===== src/logic/afe_setup_pkg.sv =====
// constants, field layouts and types shared by the setup register bank
package afe_setup_pkg;

   // ------------------------------------------------------------
   // register indices (byte address is four times the index)
   // ------------------------------------------------------------
   localparam int unsigned INDEX_W = 10;
   localparam logic [9:0] IDX_PART_NUMBER_HIGH = 10'h000;
   localparam logic [9:0] IDX_SETUP_ONE = 10'h001;
   localparam logic [9:0] IDX_POLARITY_CTL = 10'h002;
   localparam logic [9:0] IDX_CHANNEL_CTL = 10'h003;
   localparam logic [9:0] IDX_BLOCK_POWERDOWN = 10'h004;
   localparam logic [9:0] IDX_STATUS = 10'h005;

   // ------------------------------------------------------------
   // field positions and reset values
   // ------------------------------------------------------------
   localparam int unsigned INVERT_BIT = 0;
   localparam int unsigned CHAN_LSB = 0;
   localparam logic [7:0] SETUP_ONE_RESET = 8'h03;
   localparam logic [7:0] POLARITY_CTL_RESET = 8'h00;
   localparam logic [7:0] CHANNEL_CTL_RESET = 8'h00;
   localparam logic [7:0] BLOCK_POWERDOWN_RESET = 8'h00;

   // ------------------------------------------------------------
   // encodings
   // ------------------------------------------------------------
   localparam logic [1:0] DIV_NONE = 2'h0;
   localparam logic [1:0] DIV_TWO = 2'h1;
   localparam logic [1:0] DIV_THREE = 2'h2;
   localparam logic [1:0] DIV_INVALID = 2'h3;
   localparam logic [1:0] DIV_TWO_LAST = 2'h1;
   localparam logic [1:0] DIV_THREE_LAST = 2'h2;
   localparam logic [1:0] OFFSET_FULL_POS = 2'h2;
   localparam logic [1:0] OFFSET_FULL_NEG = 2'h3;
   localparam logic [9:0] CODE_MID = 10'h1FF;
   localparam logic [9:0] CODE_FULL_POS = 10'h3FF;
   localparam logic [9:0] CODE_FULL_NEG = 10'h000;

   typedef enum logic [1:0] {MODE_THREE, MODE_TWO, MODE_SINGLE} channel_mode_t;

   typedef struct packed {
      logic [1:0] analog_clock_divider;
      logic [1:0] amp_output_offset_sel;
      logic dual_channel_select;
      logic single_channel_select;
      logic double_sampling_select;
      logic global_enable;
   } setup_one_t;

   typedef struct packed {
      logic chip_active;
      logic adc_power;
      logic [2:0] channel_power;
   } power_ctl_t;

endpackage : afe_setup_pkg


===== src/logic/afe_setup_control_regs.sv =====
// setup register bank of the three-channel front end with its control outputs
//
// Our own choice: register access over APB.
`timescale 1ns/1ns
`default_nettype none

// Notes on behaviour
// - identification register is read-only, returns a fixed 8-bit code, writes ignored.
// - setup bit 0 global enable; clear powers everything down, set makes it active.
// - with enable set, separate power-down bits still switch individual blocks off.
// - setup bit 1 picks sampling: 0 plain, 1 double sampling; resets to 1.
// - bit 2 gives single-channel mode on the selected input, others powered down.
// - bit 3 gives two-channel mode when bit 2 is clear; both bits clear gives three-channel mode.
// - offset field 0x makes zero differential input give code 511.
// - offset field 10 makes zero input give full-scale code 1023.
// - offset field 11 makes zero input give code 0.
// - divider field 00 none, 01 by two, 10 by three; 11 must not be written.
// - polarity inversion clear keeps output sense, set reverses it.
module afe_setup_control_regs
   import afe_setup_pkg::*;
#(
   parameter logic [7:0] PART_CODE = 8'h5A, // arbitrary value
   parameter int unsigned CODE_W = 10
)(
   input wire logic core_clk,
   input wire logic reset_n,
   input wire logic psel,
   input wire logic penable,
   input wire logic pwrite,
   input wire logic [11:0] paddr,
   input wire logic [31:0] pwdata,
   input wire logic [3:0] pstrb,
   output logic [31:0] prdata,
   output logic pready,
   output logic pslverr,
   input wire logic signed [CODE_W-1:0] amp_diff,
   input wire logic amp_valid,
   output power_ctl_t power_ctl,
   output logic sampling_double,
   output channel_mode_t channel_mode,
   output logic analog_clk_en,
   output logic [CODE_W-1:0] out_code,
   output logic out_valid
);

   // ------------------------------------------------------------
   // decode helpers
   // ------------------------------------------------------------
   function automatic logic [2:0] chan_onehot(input logic [1:0] sel);
      logic [2:0] hot;
      hot = 3'h0;
      case (sel)
         2'h1: hot = 3'h2;
         2'h2: hot = 3'h4;
         default: hot = 3'h1;
      endcase
      return hot;
   endfunction : chan_onehot

   function automatic channel_mode_t mode_of(input setup_one_t s);
      channel_mode_t m;
      m = MODE_THREE;
      if (s.single_channel_select) begin
         m = MODE_SINGLE;
      end else if (s.dual_channel_select) begin
         m = MODE_TWO;
      end
      return m;
   endfunction : mode_of

   // ------------------------------------------------------------
   // registers
   // ------------------------------------------------------------
   setup_one_t setup_one_r;
   setup_one_t setup_one_nxt;
   logic [7:0] polarity_ctl_r;
   logic [7:0] channel_ctl_r;
   logic [7:0] block_powerdown_r;
   logic [31:0] prdata_r;
   logic pready_r;
   logic pslverr_r;
   power_ctl_t power_ctl_r;
   logic sampling_double_r;
   channel_mode_t channel_mode_r;
   logic analog_clk_en_r;
   logic [1:0] div_count_r;
   logic [1:0] div_count_nxt;
   logic [CODE_W-1:0] out_code_r;
   logic [CODE_W-1:0] out_code_nxt;
   logic out_valid_r;

   // ------------------------------------------------------------
   // bus decode
   // ------------------------------------------------------------
   wire logic [9:0] index = paddr[11:2];
   wire logic setup_phase = psel && !penable;
   wire logic write_now = psel && penable && pready_r && pwrite && pstrb[0];
   wire logic hit_id = (index == IDX_PART_NUMBER_HIGH);
   wire logic hit_setup = (index == IDX_SETUP_ONE);
   wire logic hit_pol = (index == IDX_POLARITY_CTL);
   wire logic hit_chan = (index == IDX_CHANNEL_CTL);
   wire logic hit_pd = (index == IDX_BLOCK_POWERDOWN);
   wire logic hit_stat = (index == IDX_STATUS);
   wire logic mapped = hit_id || hit_setup || hit_pol || hit_chan || hit_pd || hit_stat;
   wire logic wr_setup = write_now && hit_setup;
   wire logic wr_pol = write_now && hit_pol;
   wire logic wr_chan = write_now && hit_chan;
   wire logic wr_pd = write_now && hit_pd;
   wire setup_one_t wr_value = setup_one_t'(pwdata[7:0]);

   // the reserved divider code never reaches the divider
   wire logic [1:0] div_keep = (wr_value.analog_clock_divider == DIV_INVALID) ?
      setup_one_r.analog_clock_divider : wr_value.analog_clock_divider;

   always_comb begin
      setup_one_nxt = setup_one_r;
      if (wr_setup) begin
         setup_one_nxt = wr_value;
         setup_one_nxt.analog_clock_divider = div_keep;
      end
   end

   wire logic [7:0] status_byte = {analog_clk_en_r, power_ctl_r.chip_active,
      power_ctl_r.adc_power, power_ctl_r.channel_power, channel_mode_r};

   // the identification code is a constant on the read path only
   wire logic [7:0] read_byte =
      hit_id ? PART_CODE :
      hit_setup ? setup_one_r :
      hit_pol ? polarity_ctl_r :
      hit_chan ? channel_ctl_r :
      hit_pd ? block_powerdown_r :
      hit_stat ? status_byte : 8'h00;

   // ------------------------------------------------------------
   // bus slave: zero wait states, data prepared in the setup cycle
   // ------------------------------------------------------------
   always_ff @(posedge core_clk) begin
      if (!reset_n) begin
         pready_r <= 1'b0;
         pslverr_r <= 1'b0;
         prdata_r <= 32'h0000_0000;
      end else begin
         pready_r <= setup_phase;
         pslverr_r <= setup_phase && !mapped;
         prdata_r <= setup_phase ? {24'h00_0000, read_byte} : 32'h0000_0000;
      end
   end

   always_ff @(posedge core_clk) begin
      if (!reset_n) begin
         setup_one_r <= setup_one_t'(SETUP_ONE_RESET);
         polarity_ctl_r <= POLARITY_CTL_RESET;
         channel_ctl_r <= CHANNEL_CTL_RESET;
         block_powerdown_r <= BLOCK_POWERDOWN_RESET;
      end else begin
         setup_one_r <= setup_one_nxt;
         if (wr_pol) begin
            polarity_ctl_r <= {7'h00, pwdata[INVERT_BIT]};
         end
         if (wr_chan) begin
            channel_ctl_r <= {6'h00, pwdata[CHAN_LSB+1:CHAN_LSB]};
         end
         if (wr_pd) begin
            block_powerdown_r <= {4'h0, pwdata[3:0]};
         end
      end
   end

   // ------------------------------------------------------------
   // channel mode and power control
   // ------------------------------------------------------------
   wire logic enabled = setup_one_r.global_enable;
   wire channel_mode_t mode_now = mode_of(setup_one_r);
   wire logic [1:0] chan_sel = channel_ctl_r[CHAN_LSB+1:CHAN_LSB];
   wire logic [2:0] mode_chans =
      (mode_now == MODE_SINGLE) ? chan_onehot(chan_sel) :
      (mode_now == MODE_TWO) ? 3'h3 : 3'h7;
   wire logic [2:0] chan_pd = block_powerdown_r[2:0];
   wire logic adc_pd = block_powerdown_r[3];
   logic [2:0] chan_on;

   generate
      for (genvar c = 0; c < 3; c++) begin : g_chan
         assign chan_on[c] = enabled && mode_chans[c] && !chan_pd[c];
      end
   endgenerate

   always_ff @(posedge core_clk) begin
      if (!reset_n) begin
         power_ctl_r <= '0;
         sampling_double_r <= 1'b0;
         channel_mode_r <= MODE_THREE;
      end else begin
         power_ctl_r.chip_active <= enabled;
         power_ctl_r.adc_power <= enabled && !adc_pd;
         power_ctl_r.channel_power <= chan_on;
         sampling_double_r <= setup_one_r.double_sampling_select;
         channel_mode_r <= mode_now;
      end
   end

   // ------------------------------------------------------------
   // analogue clock divider
   // ------------------------------------------------------------
   wire logic [1:0] div_sel = setup_one_r.analog_clock_divider;
   wire logic div_last =
      (div_sel == DIV_NONE) ||
      ((div_sel == DIV_TWO) && (div_count_r >= DIV_TWO_LAST)) ||
      ((div_sel == DIV_THREE) && (div_count_r >= DIV_THREE_LAST));

   always_comb begin
      div_count_nxt = div_count_r + 2'h1;
      if (div_last || !enabled) begin
         div_count_nxt = 2'h0;
      end
   end

   always_ff @(posedge core_clk) begin
      if (!reset_n) begin
         div_count_r <= 2'h0;
         analog_clk_en_r <= 1'b0;
      end else begin
         div_count_r <= div_count_nxt;
         analog_clk_en_r <= enabled && div_last;
      end
   end

   // ------------------------------------------------------------
   // output coding: zero-input bias, saturation, polarity
   // ------------------------------------------------------------
   wire logic [1:0] offset_sel = setup_one_r.amp_output_offset_sel;
   wire logic [CODE_W-1:0] bias =
      (offset_sel == OFFSET_FULL_POS) ? CODE_FULL_POS[CODE_W-1:0] :
      (offset_sel == OFFSET_FULL_NEG) ? CODE_FULL_NEG[CODE_W-1:0] :
      CODE_MID[CODE_W-1:0];
   wire logic signed [CODE_W+1:0] sum =
      $signed({2'b00, bias}) + {{2{amp_diff[CODE_W-1]}}, amp_diff};
   wire logic [CODE_W-1:0] code_max = {CODE_W{1'b1}};
   wire logic [CODE_W-1:0] clamped =
      sum[CODE_W+1] ? {CODE_W{1'b0}} :
      sum[CODE_W] ? code_max : sum[CODE_W-1:0];
   wire logic invert = polarity_ctl_r[INVERT_BIT];

   always_comb begin
      out_code_nxt = clamped;
      if (invert) begin
         out_code_nxt = ~clamped;
      end
   end

   always_ff @(posedge core_clk) begin
      if (!reset_n) begin
         out_code_r <= {CODE_W{1'b0}};
         out_valid_r <= 1'b0;
      end else begin
         out_valid_r <= amp_valid && enabled;
         if (amp_valid && enabled) begin
            out_code_r <= out_code_nxt;
         end
      end
   end

   // ------------------------------------------------------------
   // outputs
   // ------------------------------------------------------------
   assign prdata = prdata_r;
   assign pready = pready_r;
   assign pslverr = pslverr_r;
   assign power_ctl = power_ctl_r;
   assign sampling_double = sampling_double_r;
   assign channel_mode = channel_mode_r;
   assign analog_clk_en = analog_clk_en_r;
   assign out_code = out_code_r;
   assign out_valid = out_valid_r;

endmodule : afe_setup_control_regs

`default_nettype wire


===== config.mk =====
export PLATFORM = sky130hd
export DESIGN_NAME = afe_setup_control_regs
export DESIGN_NICKNAME = d
export VERILOG_FILES = /design/src/logic/afe_setup_pkg.sv /design/src/logic/afe_setup_control_regs.sv
export SDC_FILE = /design/constraint.sdc
export NUM_CORES = 1
export LEC_CHECK = 0
export ABC_AREA = 1
export BUFFER_PORTS_ARGS = -buffer_cell sky130_fd_sc_hd__buf_2
export CAP_MARGIN = 40
export CELL_PAD_IN_SITES_DETAIL_PLACEMENT = 2
export CELL_PAD_IN_SITES_GLOBAL_PLACEMENT = 2
export CORE_MARGIN = 5
export CORE_UTILIZATION = 28
export CTS_BUF_LIST = sky130_fd_sc_hd__clkbuf_4 sky130_fd_sc_hd__clkbuf_8
export DETAILED_ROUTE_END_ITERATION = 6
export PLACE_DENSITY_LB_ADDON = 0.1
export SYNTH_ARGS = -nofsm -noshare
export SYNTH_HDL_FRONTEND = slang
export SYNTH_SLANG_ARGS = --single-unit

===== constraint.sdc =====
create_clock -name core_clk -period 4.66 [get_ports core_clk]
set_clock_uncertainty 0.05 [all_clocks]
set_input_delay 0.466 -clock core_clk [delete_from_list [all_inputs] [get_ports core_clk]]
set_output_delay 0.466 -clock core_clk [all_outputs]
set_load 0.02 [all_outputs]

# == Yosys cells after proc, flatten, opt, wreduce, memory -nomap -nowiden ==
# Cells that the tools add are included.
# classes
addsub,2
magnitude_cmp,2
n_eq_ne,14
mux,16
bitwise,4
n_reduce_logical,42
# op_table
cell,count
two-way mux 8 bit,6
two-way mux 10 bit,4
logical AND 1 bit,21
== test 10 x 2 -> 1 bit (second input constant),2
== test 10 x 3 -> 1 bit (second input constant),2
adder 11 x 10 -> 12 bit,1
== test 2 bit (second input constant),6
== test 10 x 1 -> 1 bit (second input constant),1
zero test 10 bit,1
inverter 10 bit,1
two-way mux 9 bit,1
logical OR 1 bit,8
zero test 1 bit,7
== test 2 x 1 -> 1 bit (second input constant),3
two-way mux 3 bit,2
case mux 3 bit (2 select lines),1
AND reduction 2 bit,2
inverter 1 bit,3
OR reduction 3 bit,1
adder 2 x 1 -> 2 bit (second input constant),1
greater-or-equal comparator 2 x 1 -> 1 bit (second input constant),1
greater-or-equal comparator 2 bit (second input constant),1
zero test 2 bit,1
two-way mux 2 bit,1
other kinds (2),2
# totals
ff_bits,71
out_inout_bits,54

# == Depth between registers and ports, before layout ==
# Gate-level depths: netlist of run 1.
# depth
depth_word,8
ltp_mapped,16
mapped_depth_nobuf,16

# == Worst setup path before layout of run 1 ==
# No wires, ideal clock.
# synth_timing
path_kind,reg-to-reg
start,register setup_one_r (netlist bit offset_sel[1])
end,"register out_code_r[8], in the netlist out_code[8]"
setup_time_ns,0.134
arrival_ns,1.945
path_slack_ns,2.531
stages_incl_launch_ff,14
synth_period_minus_slack_ns,2.129
cell_sequence,dfxtp_1 > nand2_1 > ha_1 > fa_1 > nand2_1 > nand2_1 > nand3_1 > nand3_1 > nand2_1 > nand3_1 > nand2_1 > nand2_1 > nand3_1 > a21oi_1
# synth_between
elab_chain_cells,8
word_cells_on_any_way,9
classes_between,1 x add/sub; 2 x eq/ne; 5 x mux; 1 x bitwise
# synth_rtl
element,line,source
from (decl),afe_setup_control_regs.sv:74,setup_one_t setup_one_r;
from (signal assigned),afe_setup_control_regs.sv:152,setup_one_r <= setup_one_t'(SETUP_ONE_RESET);
from (signal assigned),afe_setup_control_regs.sv:157,setup_one_r <= setup_one_nxt;
== test 2 bit,afe_setup_control_regs.sv:235,(offset_sel == OFFSET_FULL_NEG) ? CODE_FULL_NEG[CODE_W-1:0] :
two-way mux 9 bit,afe_setup_control_regs.sv:235,
two-way mux 10 bit *,afe_setup_control_regs.sv:234,(offset_sel == OFFSET_FULL_POS) ? CODE_FULL_POS[CODE_W-1:0] :
adder 11 x 10 -> 12 bit *,afe_setup_control_regs.sv:238,"$signed({2'b00, bias}) + {{2{amp_diff[CODE_W-1]}}, amp_diff};"
two-way mux 10 bit,afe_setup_control_regs.sv:242,sum[CODE_W] ? code_max : sum[CODE_W-1:0];
two-way mux 10 bit *,afe_setup_control_regs.sv:241,sum[CODE_W+1] ? {CODE_W{1'b0}} :
inverter 10 bit,afe_setup_control_regs.sv:248,out_code_nxt = ~clamped;
two-way mux 10 bit *,afe_setup_control_regs.sv:247,if (invert) begin
to (signal assigned),afe_setup_control_regs.sv:254,out_code_r <= {CODE_W{1'b0}};
to (signal assigned),afe_setup_control_regs.sv:259,out_code_r <= out_code_nxt;
to (decl),afe_setup_control_regs.sv:88,logic [CODE_W-1:0] out_code_r;
# Every way passes the cells marked *; elsewhere a longest branch is shown, timed or not.
# A chain may end at the register's enable or synchronous reset.

# == Final worst setup path of run 1 ==
# layout_timing
start,register setup_one_r (netlist bit offset_sel[1])
end,"register out_code_r[0], in the netlist out_code[0]"
# The elaborated chain is that of the path after synthesis.

==> results.yml, run 1 <==
run_status:
  status: "finished clean"
sta:
  period_share: 0.5680
  hold_viol: 0
  fmax_mhz: 377.8
  worst_hold_slack_ns: 0.3195
  setup_viol: 0
  setup_ws_ns: 2.013
  rsz0062_at_grt: "no"
  slew_viol_final: 0
  period_minus_slack_ns: 2.647
  setup_tns_ns: 0
worst_setup_path:
  critPathCaptureType: "register"
  ff2ff_path_depth: 13
  critical_path_class: "register to register"
  crit_arrival_ns: 2.81
  critPathRequiredTime_ns: 4.82
  cp-start-kind: "register"
  path_max_fanout: 20
cells_and_area:
  fin_area_um2: 3473
  multi_input_area_um2: 1679
  regArea_um2: 940.9
  num_antenna_cells: 0
  drive_gt1_frac: 0.1836
  fin_nets: 591
  syn_to_final_growth_pct: 15.62
  fill_cells: 1279
yosys:
  yosys-top-cells-area: "dfxtp_1 31%, nand2_1 14%, inv_1 7.9%"
  synth_area_leader_cell: "dfxtp_1"
  synth_area_um2: 3004
  synth.avg_cell_area_um2: 6.691
  synth_edf_count: 0
  syn_inst: 449
  ys_types: 41
  async_flop_share: 0
  seq_area_frac_synth: 0.3132
  yosysWarnings: 0
  synth_top_area_frac: 0.3132
  synth_flop_cell: "dfxtp_1"
  ys_ff_latch: 47
floorplanning:
  die_h_um: 113.6
  die-area_um2: 12900
  start_util: 0.2884
  ios: 118
  fp.coreArea_um2: 10420
  core.rowCount: 37
  die_x_um: 113.6
clock_network:
  cts.sinks: 47
  hold_buffers: 0
  cts_resized: 0
  clk_pin_slew_ns: 0.10
  clockBufferDepth: 2
  cts_buffers: 5
  htreeDepth: 2
  clock_latency_ns: 0.31
  cts_root_buf: "clkbuf_8"
  postCtsSetupBuffers: 0
  cts_tree: "built"
hold_path:
  holdCritPathClass: "input port to register"
  hold_path_depth: 2
power:
  irDropWorstVdd_mv: 0.1352
  power_per_cell_area_nw_per_um2: 261.3
  p_leak_nw: 1.778
detailed_routing:
  ant_nets: 0
  drc: 0
  dr.pass1.iters: 3
  viasPerCell: 4.603
  finalWirelength_mm: 9.328
  wl_per_cell_um: 14.40
  drtIter0Drc: 58
  via_count: 2983
grt:
  grt_pass1_vias: 3269
  grt_pass1_wl_mm: 15.39
  grt_use_total: 0.1467
  grt_max_degree: 22
  antenna_found_initial: 0
  grt_overflow: 0
placement:
  portBuffers: 64
  dp_hpwl_mm: 7.866
  place.gp.congestion: 0.7830
  placed_cell_area_um2: 3358
  dpl_worst_slack_ns: 1.899
flow_run:
  cap_viol_max_count: 0
## synth_stat cells (all sizes together) (4+ instances only)
cell,number
dfxtp,47
nor2,58
ha,15
nor3,10
nand4,6
o21ai,25
inv,65
buf,28
nand2,115
nand3,30
a21oi,21
clkbuf,4
## critical path: stages, from the launching register on
cell and delay [ns]:
dfxtp_1 0.40, nand2_1 0.33, ha_1 0.53, nand2_1 0.12
nor2_1 0.15, nand4_1 0.15, nand3_1 0.10, nand2_1 0.07
nand2_2 0.28, nand2_1 0.09, nand2_1 0.07, nand3_1 0.09
nand2_1 0.09, inv_1 0.04
## cell usage in the layout, fill, tap and decap left out, types with 2 or more instances in the layout
master	n
a211oi_1	2
a21oi_1	20
a31oi_1	3
buf_2	64
clkbuf_8	5
conb_1	24
dfxtp_1	47
ha_1	15
inv_1	63
inv_2	2
nand2_1	110
nand2_2	4
nand3_1	27
nand3_2	3
nand3b_1	2
nand4_1	6
nor2_1	52
nor2_2	3
nor2_4	3
nor3_1	9
o211ai_1	3
o21ai_0	23
o21ai_2	2
xor2_1	3
## final cells by class
cell class / count / share of cell area
clock buffer: 5 / 0.01981
clock inverter: 3 / 0.01333
inverter: 66 / 0.07133
multi-input combinational: 327 / 0.4834
sequential: 47 / 0.2709
tap: 136 / 0.04899
timing repair buffer: 64 / 0.09222
## per-stage QoR
| step | util | instances | power [W] |
|---|---|---|---|
| floorplan | - | 472 | 0.0005670 |
| global placement | 0.3224 | 640 | 0.0006004 |
| detailed placement | 0.3224 | 640 | 0.0006068 |
| CTS | 0.3335 | 648 | 0.0009225 |
| global route | 0.3335 | 648 | 0.0009608 |
| finish | 0.3335 | 648 | 0.0009076 |
## routing by layer
metal / vias up / share of wire / GRT usage
met5: - / 0 / 0
met4: 0 / 0.0096 / 0.03846
li1: 1502 / - / -
met3: 7 / 0.037 / 0.02440
met1: 1427 / 0.40 / 0.1561
met2: 47 / 0.55 / 0.2937
## path summary, 6_finish.rpt
kind / start / to / slack (ns)
hold reg to reg: div_count_r[0] / div_count_r[0] / 0.38
setup reg to reg: offset_sel[1] / out_code[0] / 2.01
hold / removal: penable / pready / 0.32
setup / recovery: offset_sel[1] / out_code[0] / 2.01
## registers in the layout, indices dropped and copies added, names as in the netlist
name / flops
block_powerdown_r: 4
div_sel: 2
polarity_ctl_r: 1
pready: 1
offset_sel: 2
prdata: 8
setup_one_r: 3
out_code: 10
out_valid: 1
analog_clk_en: 1
div_count_r: 2
channel_mode: 2
channel_ctl_r: 2
sampling_double: 1
enabled: 1
pslverr: 1
power_ctl: 5
## power by group
| part | switching [W] | internal, W | total, W |
|---|---|---|---|
| clock network | 0.000152 | 0.000162 | 0.000314 |
| logic | 0.000121 | 0.0000549 | 0.000176 |
| registers | 0.00000509 | 0.000413 | 0.000418 |
## logic make-up after synthesis
kind of cell,after synthesis,synth area share
other cells,1,0.001248
fa+ha+maj,16,0.06914
xor+xnor,3,0.008748
simple gates,224,0.3340
flops,47,0.3132
buf+inv,98,0.1566
compound gates,60,0.1170
(Power assumes the default switching activity.)
==> run 2: changes to the inputs <==
--- a/config.mk
+++ b/config.mk
@@ -5,13 +5,13 @@
 export SDC_FILE = /design/constraint.sdc
 export NUM_CORES = 1
 export LEC_CHECK = 0
-export ABC_AREA = 1
+export ABC_AREA = 0
 export BUFFER_PORTS_ARGS = -buffer_cell sky130_fd_sc_hd__buf_2
 export CAP_MARGIN = 40
 export CELL_PAD_IN_SITES_DETAIL_PLACEMENT = 2
 export CELL_PAD_IN_SITES_GLOBAL_PLACEMENT = 2
 export CORE_MARGIN = 5
-export CORE_UTILIZATION = 28
+export CORE_UTILIZATION = 25
 export CTS_BUF_LIST = sky130_fd_sc_hd__clkbuf_4 sky130_fd_sc_hd__clkbuf_8
 export DETAILED_ROUTE_END_ITERATION = 6
 export PLACE_DENSITY_LB_ADDON = 0.1
==> constraint.sdc (replaced) <==
create_clock -name core_clk -period 2.4 [get_ports core_clk]
set_clock_uncertainty 0.05 [all_clocks]
set_input_delay 0.24 -clock core_clk [delete_from_list [all_inputs] [get_ports core_clk]]
set_output_delay 0.24 -clock core_clk [all_outputs]
set_load 0.02 [all_outputs]
==> results.yml, run 2 <==
detailed_routing:
  ant_nets: 0
  drc: 0
  dr.pass1.iters: 4
  via_count: 2700
  wl_per_cell_um: 15.58
  viasPerCell: 4.737
  drtIter0Drc: 58
  finalWirelength_mm: 8.881
grt:
  antenna_found_initial: 0
  grt_max_degree: 34
  grt_use_total: 0.1292
  grt_pass1_wl_mm: 14.08
  grt_overflow: 0
  grt_pass1_vias: 2841
power:
  switching_share: 0.3253
  p_switching_w: 0.0005710
  power_per_cell_area_nw_per_um2: 463.3
  p_leak_nw: 1.602
  clkPwrFrac: 0.291
  irDropWorstVdd_mv: 0.1876
  pwr-share-seq: 0.461
  power.internal_w: 0.001184
  power_w: 0.001755
  power_frac_comb: 0.248
yosys:
  synth_most_common_cell: "dfxtp_1"
  synth.avg_cell_area_um2: 8.459
  syn_inst: 339
  synth_area_leader_cell: "dfxtp_1"
  ys_types: 54
  synth_edf_count: 0
  async_flop_share: 0
  synth_top_area_frac: 0.3281
  ys_ff_latch: 47
  netlist_top_cells_count: "47 x dfxtp_1, 33 x nor2_1, 27 x nand2_1"
  seq_area_frac_synth: 0.3281
  synth_flop_cell: "dfxtp_1"
  yosys-top-cells-area: "dfxtp_1 33%, ha_1 6.5%, buf_4 6.3%"
  yosysWarnings: 0
  synth_area_um2: 2868
run_status:
  failed_checks: "negative setup slack"
  status: "finished with violations"
cells_and_area:
  final_cell_mix: "64 x buf_2, 45 x dfxtp_1, 27 x buf_4, 26 x nand2_1"
  final_common_cell: "buf_2"
  final_cells: 570
  syn_to_final_growth_pct: 32.11
  fin_nets: 506
  largest_reg_flops: 10
  drive_gt1_frac: 0.3489
  num_antenna_cells: 0
worst_setup_path:
  slowest_stage: "dfxtp_4"
  critPathCaptureType: "register"
  r2r_end: "out_code[5]"
  critPathRequiredTime_ns: 2.55
  path_max_fanout: 8
  ff2ff_path_depth: 9
  cp-start-kind: "register"
  rr_startpoint: "offset_sel[0]"
  crit_chain: "nand2_8 -> ha_4 -> fa_2 -> a21o_1 -> a221oi_4 -> o21ai_4 -> xnor2_4 -> a22o_1 -> a211o_1"
  crit_arrival_ns: 2.62
  path_buf_inv: 0
  critical_path_class: "register to register"
  crit_family: "compound AO/OA/AOI/OAI gates"
  max_stage_delay_ns: 0.39
  r2r_slack_ns: -0.07
hold_path:
  holdCritPathClass: "input port to register"
  hold_path_depth: 3
  hold_end: "offset_sel[0]"
  min_from: "pwdata[4]"
clock_network:
  cts_tree: "built"
  cts_root_buf: "clkbuf_8"
  clock_latency_ns: 0.31
  clockBufferDepth: 2
  clk_pin_slew_ns: 0.09
  cts.sinks: 47
  htreeDepth: 2
  hold_buffers: 0
  cts_buffers: 5
sta:
  setup_viol: 7
  period_minus_slack_ns: 2.467
  hold_viol: 0
  rsz0062_at_grt: "yes"
  slew_headroom: 0.6246
  slew_viol_final: 0
  fmax_mhz: 405.3
  worst_pin_slew_ns: 0.5631
  period_share: 1.028
  setup_ws_ns: -0.06715
floorplanning:
  start_util: 0.2533
  ios: 118
  die_x_um: 117.1
  die-area_um2: 13710
  die_h_um: 117.1
  fp.coreArea_um2: 11320
  core.rowCount: 39
placement:
  portBuffers: 64
  place.gp.congestion: 0.7473
  dp_hpwl_mm: 7.167
  placed_cells: 557
flow_run:
  cap_viol_max_count: 0
==> run 2: worst max path at each step <==
| stage | from | end | slack, ns | cells past startpoint |
|---|---|---|---|---|
| finish | offset_sel[0] | out_code[5] | -0.07 | 9 |
| global placement | offset_sel[1] | out_code[2] | -0.13 | 10 |
| floorplan | offset_sel[1] | out_code[5] | -0.06 | 9 |
| CTS | offset_sel[1] | out_code[2] | -0.1 | 10 |
| global route | offset_sel[0] | out_code[5] | -0.17 | 9 |
| detailed placement | offset_sel[0] | out_code[2] | -0.18 | 10 |
==> run 2: cell families after synthesis <==
kind of cell / count (synthesis) / synth area share
other: 1 / 0.001308
AO/OA/AOI/OAI: 83 / 0.2238
buffers and inverters: 52 / 0.1034
XOR/XNOR: 7 / 0.02400
flip-flops: 47 / 0.3281
AND/OR/NAND/NOR: 121 / 0.2042
adder cells (fa/ha/maj): 16 / 0.07243
multiplexers: 12 / 0.04276
==> run 2: power by group through the flow <==
stage / logic [W] / clock network (W) / registers [W]
after global placement: 0.000376 / 0 / 0.000830
after floorplan: 0.000254 / 0 / 0.000855
final: 0.000435 / 0.000511 / 0.000809
after detailed placement: 0.000388 / 0 / 0.000831
after global routing: 0.000479 / 0.000573 / 0.000813
after CTS: 0.000411 / 0.000536 / 0.000812
==> run 2: worst reg2reg max path, cell delays in order, from the launching register on <==
cell      delay, ns
dfxtp_4        0.39
nand2_8        0.09
ha_4           0.18
fa_2           0.34
a21o_1         0.23
a221oi_4       0.33
o21ai_4        0.11
xnor2_4        0.20
a22o_1         0.21
a211o_1        0.24
==> run 2: final cells by class <==
type	instances	area, µm²
inverters	13	48.80
multi-input cells	264	1942
clock inverters	3	25.02
well taps	143	178.9
repair buffers	95	576.8
fillers	1322	7532
clock buffers	5	68.82
flip-flops and latches	47	948.4
==> run 2: per-layer routing <==
metal,GRT usage,part of all wire,vias up
met4,0.03440,0.011,0
li1,-,-,1348
met2,0.2605,0.55,51
met1,0.1380,0.40,1294
met5,0,0,-
met3,0.01851,0.040,7
==> run 2: stage by stage <==
step,setup slack (ns),utilization,hold slack [ns],TNS (ns),instance area (µm²)
2_1_floorplan,-0.05604,-,0.3140,-0.05604,2990
3_3_place_gp,-0.1300,0.3054,0.3925,-0.8405,3457
3_5_place_dp,-0.1773,0.3054,0.3920,-1.266,3457
4_1_cts,-0.09971,0.3226,0.1354,-0.7576,3652
5_1_grt,-0.1739,0.3347,0.1451,-1.351,3789
6_report,-0.06715,0.3347,0.1385,-0.1584,3789
==> run 2: repair_timing <==
item / CTS / global route
gates cloned: 0 / 1
pin swaps: 14 / 30
setup endpoints to repair: 10 / 10
gates resized for setup: 13 / 28
setup buffers: 4 / 0
==> run 3: changes to the inputs <==
--- a/config.mk
+++ b/config.mk
@@ -10,9 +10,10 @@
 export CAP_MARGIN = 40
 export CELL_PAD_IN_SITES_DETAIL_PLACEMENT = 2
 export CELL_PAD_IN_SITES_GLOBAL_PLACEMENT = 2
+export CORE_ASPECT_RATIO = 1.1
 export CORE_MARGIN = 5
-export CORE_UTILIZATION = 25
-export CTS_BUF_LIST = sky130_fd_sc_hd__clkbuf_4 sky130_fd_sc_hd__clkbuf_8
+export CORE_UTILIZATION = 24
+export CTS_BUF_LIST = sky130_fd_sc_hd__clkbuf_8 sky130_fd_sc_hd__clkbuf_16
 export DETAILED_ROUTE_END_ITERATION = 6
 export PLACE_DENSITY_LB_ADDON = 0.1
 export SYNTH_ARGS = -nofsm -noshare
==> results.yml, run 3 (same netlist as run 2, synthesis figures left out) <==
worst_setup_path:
  rr_startpoint: "offset_sel[1]"
  cp-start-kind: "register"
  critPathRequiredTime_ns: 2.53
  path_max_fanout: 8
  crit_arrival_ns: 2.62
  crit_start: "offset_sel[1]"
  critical_path_class: "register to register"
  critPathCaptureType: "register"
detailed_routing:
  finalWirelength_mm: 8.766
  dr.pass1.iters: 4
  drtIter0Drc: 48
  wl_per_cell_um: 15.19
  drc: 0
  viasPerCell: 4.659
  via_count: 2688
  ant_nets: 0
floorplanning:
  start_util: 0.2474
  fp.coreArea_um2: 11590
  core.rowCount: 41
  die_h_um: 124.6
  die-area_um2: 14240
  die_x_um: 114.2
  ios: 118
clock_network:
  clk_pin_slew_ns: 0.06
  cts_buffers: 5
  cts_tree: "built"
  cts.sinks: 47
  htreeDepth: 2
  cts_root_buf: "clkbuf_16"
  clock_latency_ns: 0.29
  clockBufferDepth: 2
cells_and_area:
  syn_to_final_growth_pct: 33.38
  regArea_um2: 943.4
  multi_input_area_um2: 1896
  drive_gt1_frac: 0.3302
  fin_nets: 506
  fill_cells: 1344
  fin_area_um2: 3825
  final_common_cell: "buf_2"
  largest_reg_flops: 10
  final_cell_mix: "64 x buf_2, 45 x dfxtp_1, 30 x nor2_1, 28 x buf_4, 26 x nand2_1"
  num_antenna_cells: 0
grt:
  busiest_layer: "met2"
  grt_use_met1: 0.1359
  grt_overflow: 0
  use_met2: 0.2395
  antenna_found_initial: 0
  grt_use_total: 0.1247
  grt_pass1_wl_mm: 14.52
  grtUsageMet3: 0.01409
  grt_max_degree: 34
  grt_pass1_vias: 2983
sta:
  fmax_mhz: 401.5
  setup_viol: 10
  hold_viol: 0
  rsz0062_at_grt: "yes"
  slew_viol_final: 0
  setup_ws_ns: -0.09086
  worst_pin_slew_ns: 0.5495
  slew_headroom: 0.6337
  period_minus_slack_ns: 2.491
  period_share: 1.038
run_status:
  failed_checks: "negative setup slack"
  status: "finished with violations"
power:
  power_per_cell_area_nw_per_um2: 516.2
  power_w: 0.001974
  irDropWorstVdd_mv: 0.2332
  p_leak_nw: 1.659
placement:
  dpl_worst_slack_ns: -0.1828
  dp_hpwl_mm: 7.113
  place.gp.congestion: 0.7411
  placed_cell_area_um2: 3471
  portBuffers: 64
hold_path:
  holdCritPathClass: "input port to register"
  min_from: "pwdata[5]"
flow_run:
  cap_viol_max_count: 0
-- run 3: changes by cell type in the layout (fill, tap and decap cells not counted), moves of 2 or more --
cell	delta
clkbuf_16	+5
nor2_1	+6
nor2_2	-3
clkinv_4	-2
o221ai_1	+3
o221ai_2	-3
clkbuf_8	-3
ha_1	-2
nor2_4	-3
dfxtp_4	-2
dfxtp_2	+2
-- run 3: worst paths after layout --
| check | end | slack, ns | cells after the start |
|---|---|---|---|
| min reg2reg | power_ctl[3] | 0.41 | 1 |
| max reg2reg | out_code[5] | -0.09 | 9 |
| min | offset_sel[1] | 0.16 | 3 |
| max | out_code[5] | -0.09 | 9 |
-- run 3: layout make-up --
| class | count | share of cell area |
|---|---|---|
| sequential | 47 | 0.2466 |
| timing repair buffer | 96 | 0.1551 |
| clock inverter | 1 | 0.0009814 |
| inverter | 13 | 0.01276 |
| clock buffer | 7 | 0.03991 |
| tap | 150 | 0.04907 |
| multi-input combinational | 263 | 0.4956 |
-- run 3: what timing repair did --
item	4_1_cts	5_1_grt
endpoints found under the setup margin	10	10
pin swaps	26	16
hold buffers	0	0
resized for setup	17	9
setup buffers	4	2
-- run 3: where the power goes --
| part | internal (W) | total [W] | switching (W) | leakage (nW) |
|---|---|---|---|---|
| Clock | 0.000440 | 0.000738 | 0.000298 | 0.0813 |
| Combinational | 0.000176 | 0.000424 | 0.000248 | 1.19 |
| Sequential | 0.000801 | 0.000813 | 0.0000115 | 0.385 |
| Total | 0.00142 | 0.00197 | 0.000557 | 1.66 |
-- run 3: layer usage --
layer,part of all wire,vias up
met3,0.040,5
li1,-,1346
met1,0.41,1279
met2,0.54,58
met5,0,-
met4,0.013,0
-- run 3: critical path, cell delays in order, from the launching register on --
cell and delay [ns]:
dfxtp_2 0.36, nand2_4 0.09, ha_4 0.17, fa_2 0.33, a21o_1 0.23, a221oi_4 0.37, o21ai_4 0.12, xnor2_4 0.32
a221oi_2 0.10, a211o_1 0.23
-- run 3: per-stage QoR --
step,TNS (ns),utilization,std cells,hold slack (ns)
after floorplan,-0.05604,-,362,0.3140
after global placement,-0.7437,0.2994,563,0.3971
after detailed placement,-1.138,0.2994,563,0.3990
after CTS,-0.2299,0.3237,575,0.1582
after global routing,-1.670,0.3299,577,0.1621
final,-0.4095,0.3299,577,0.1595
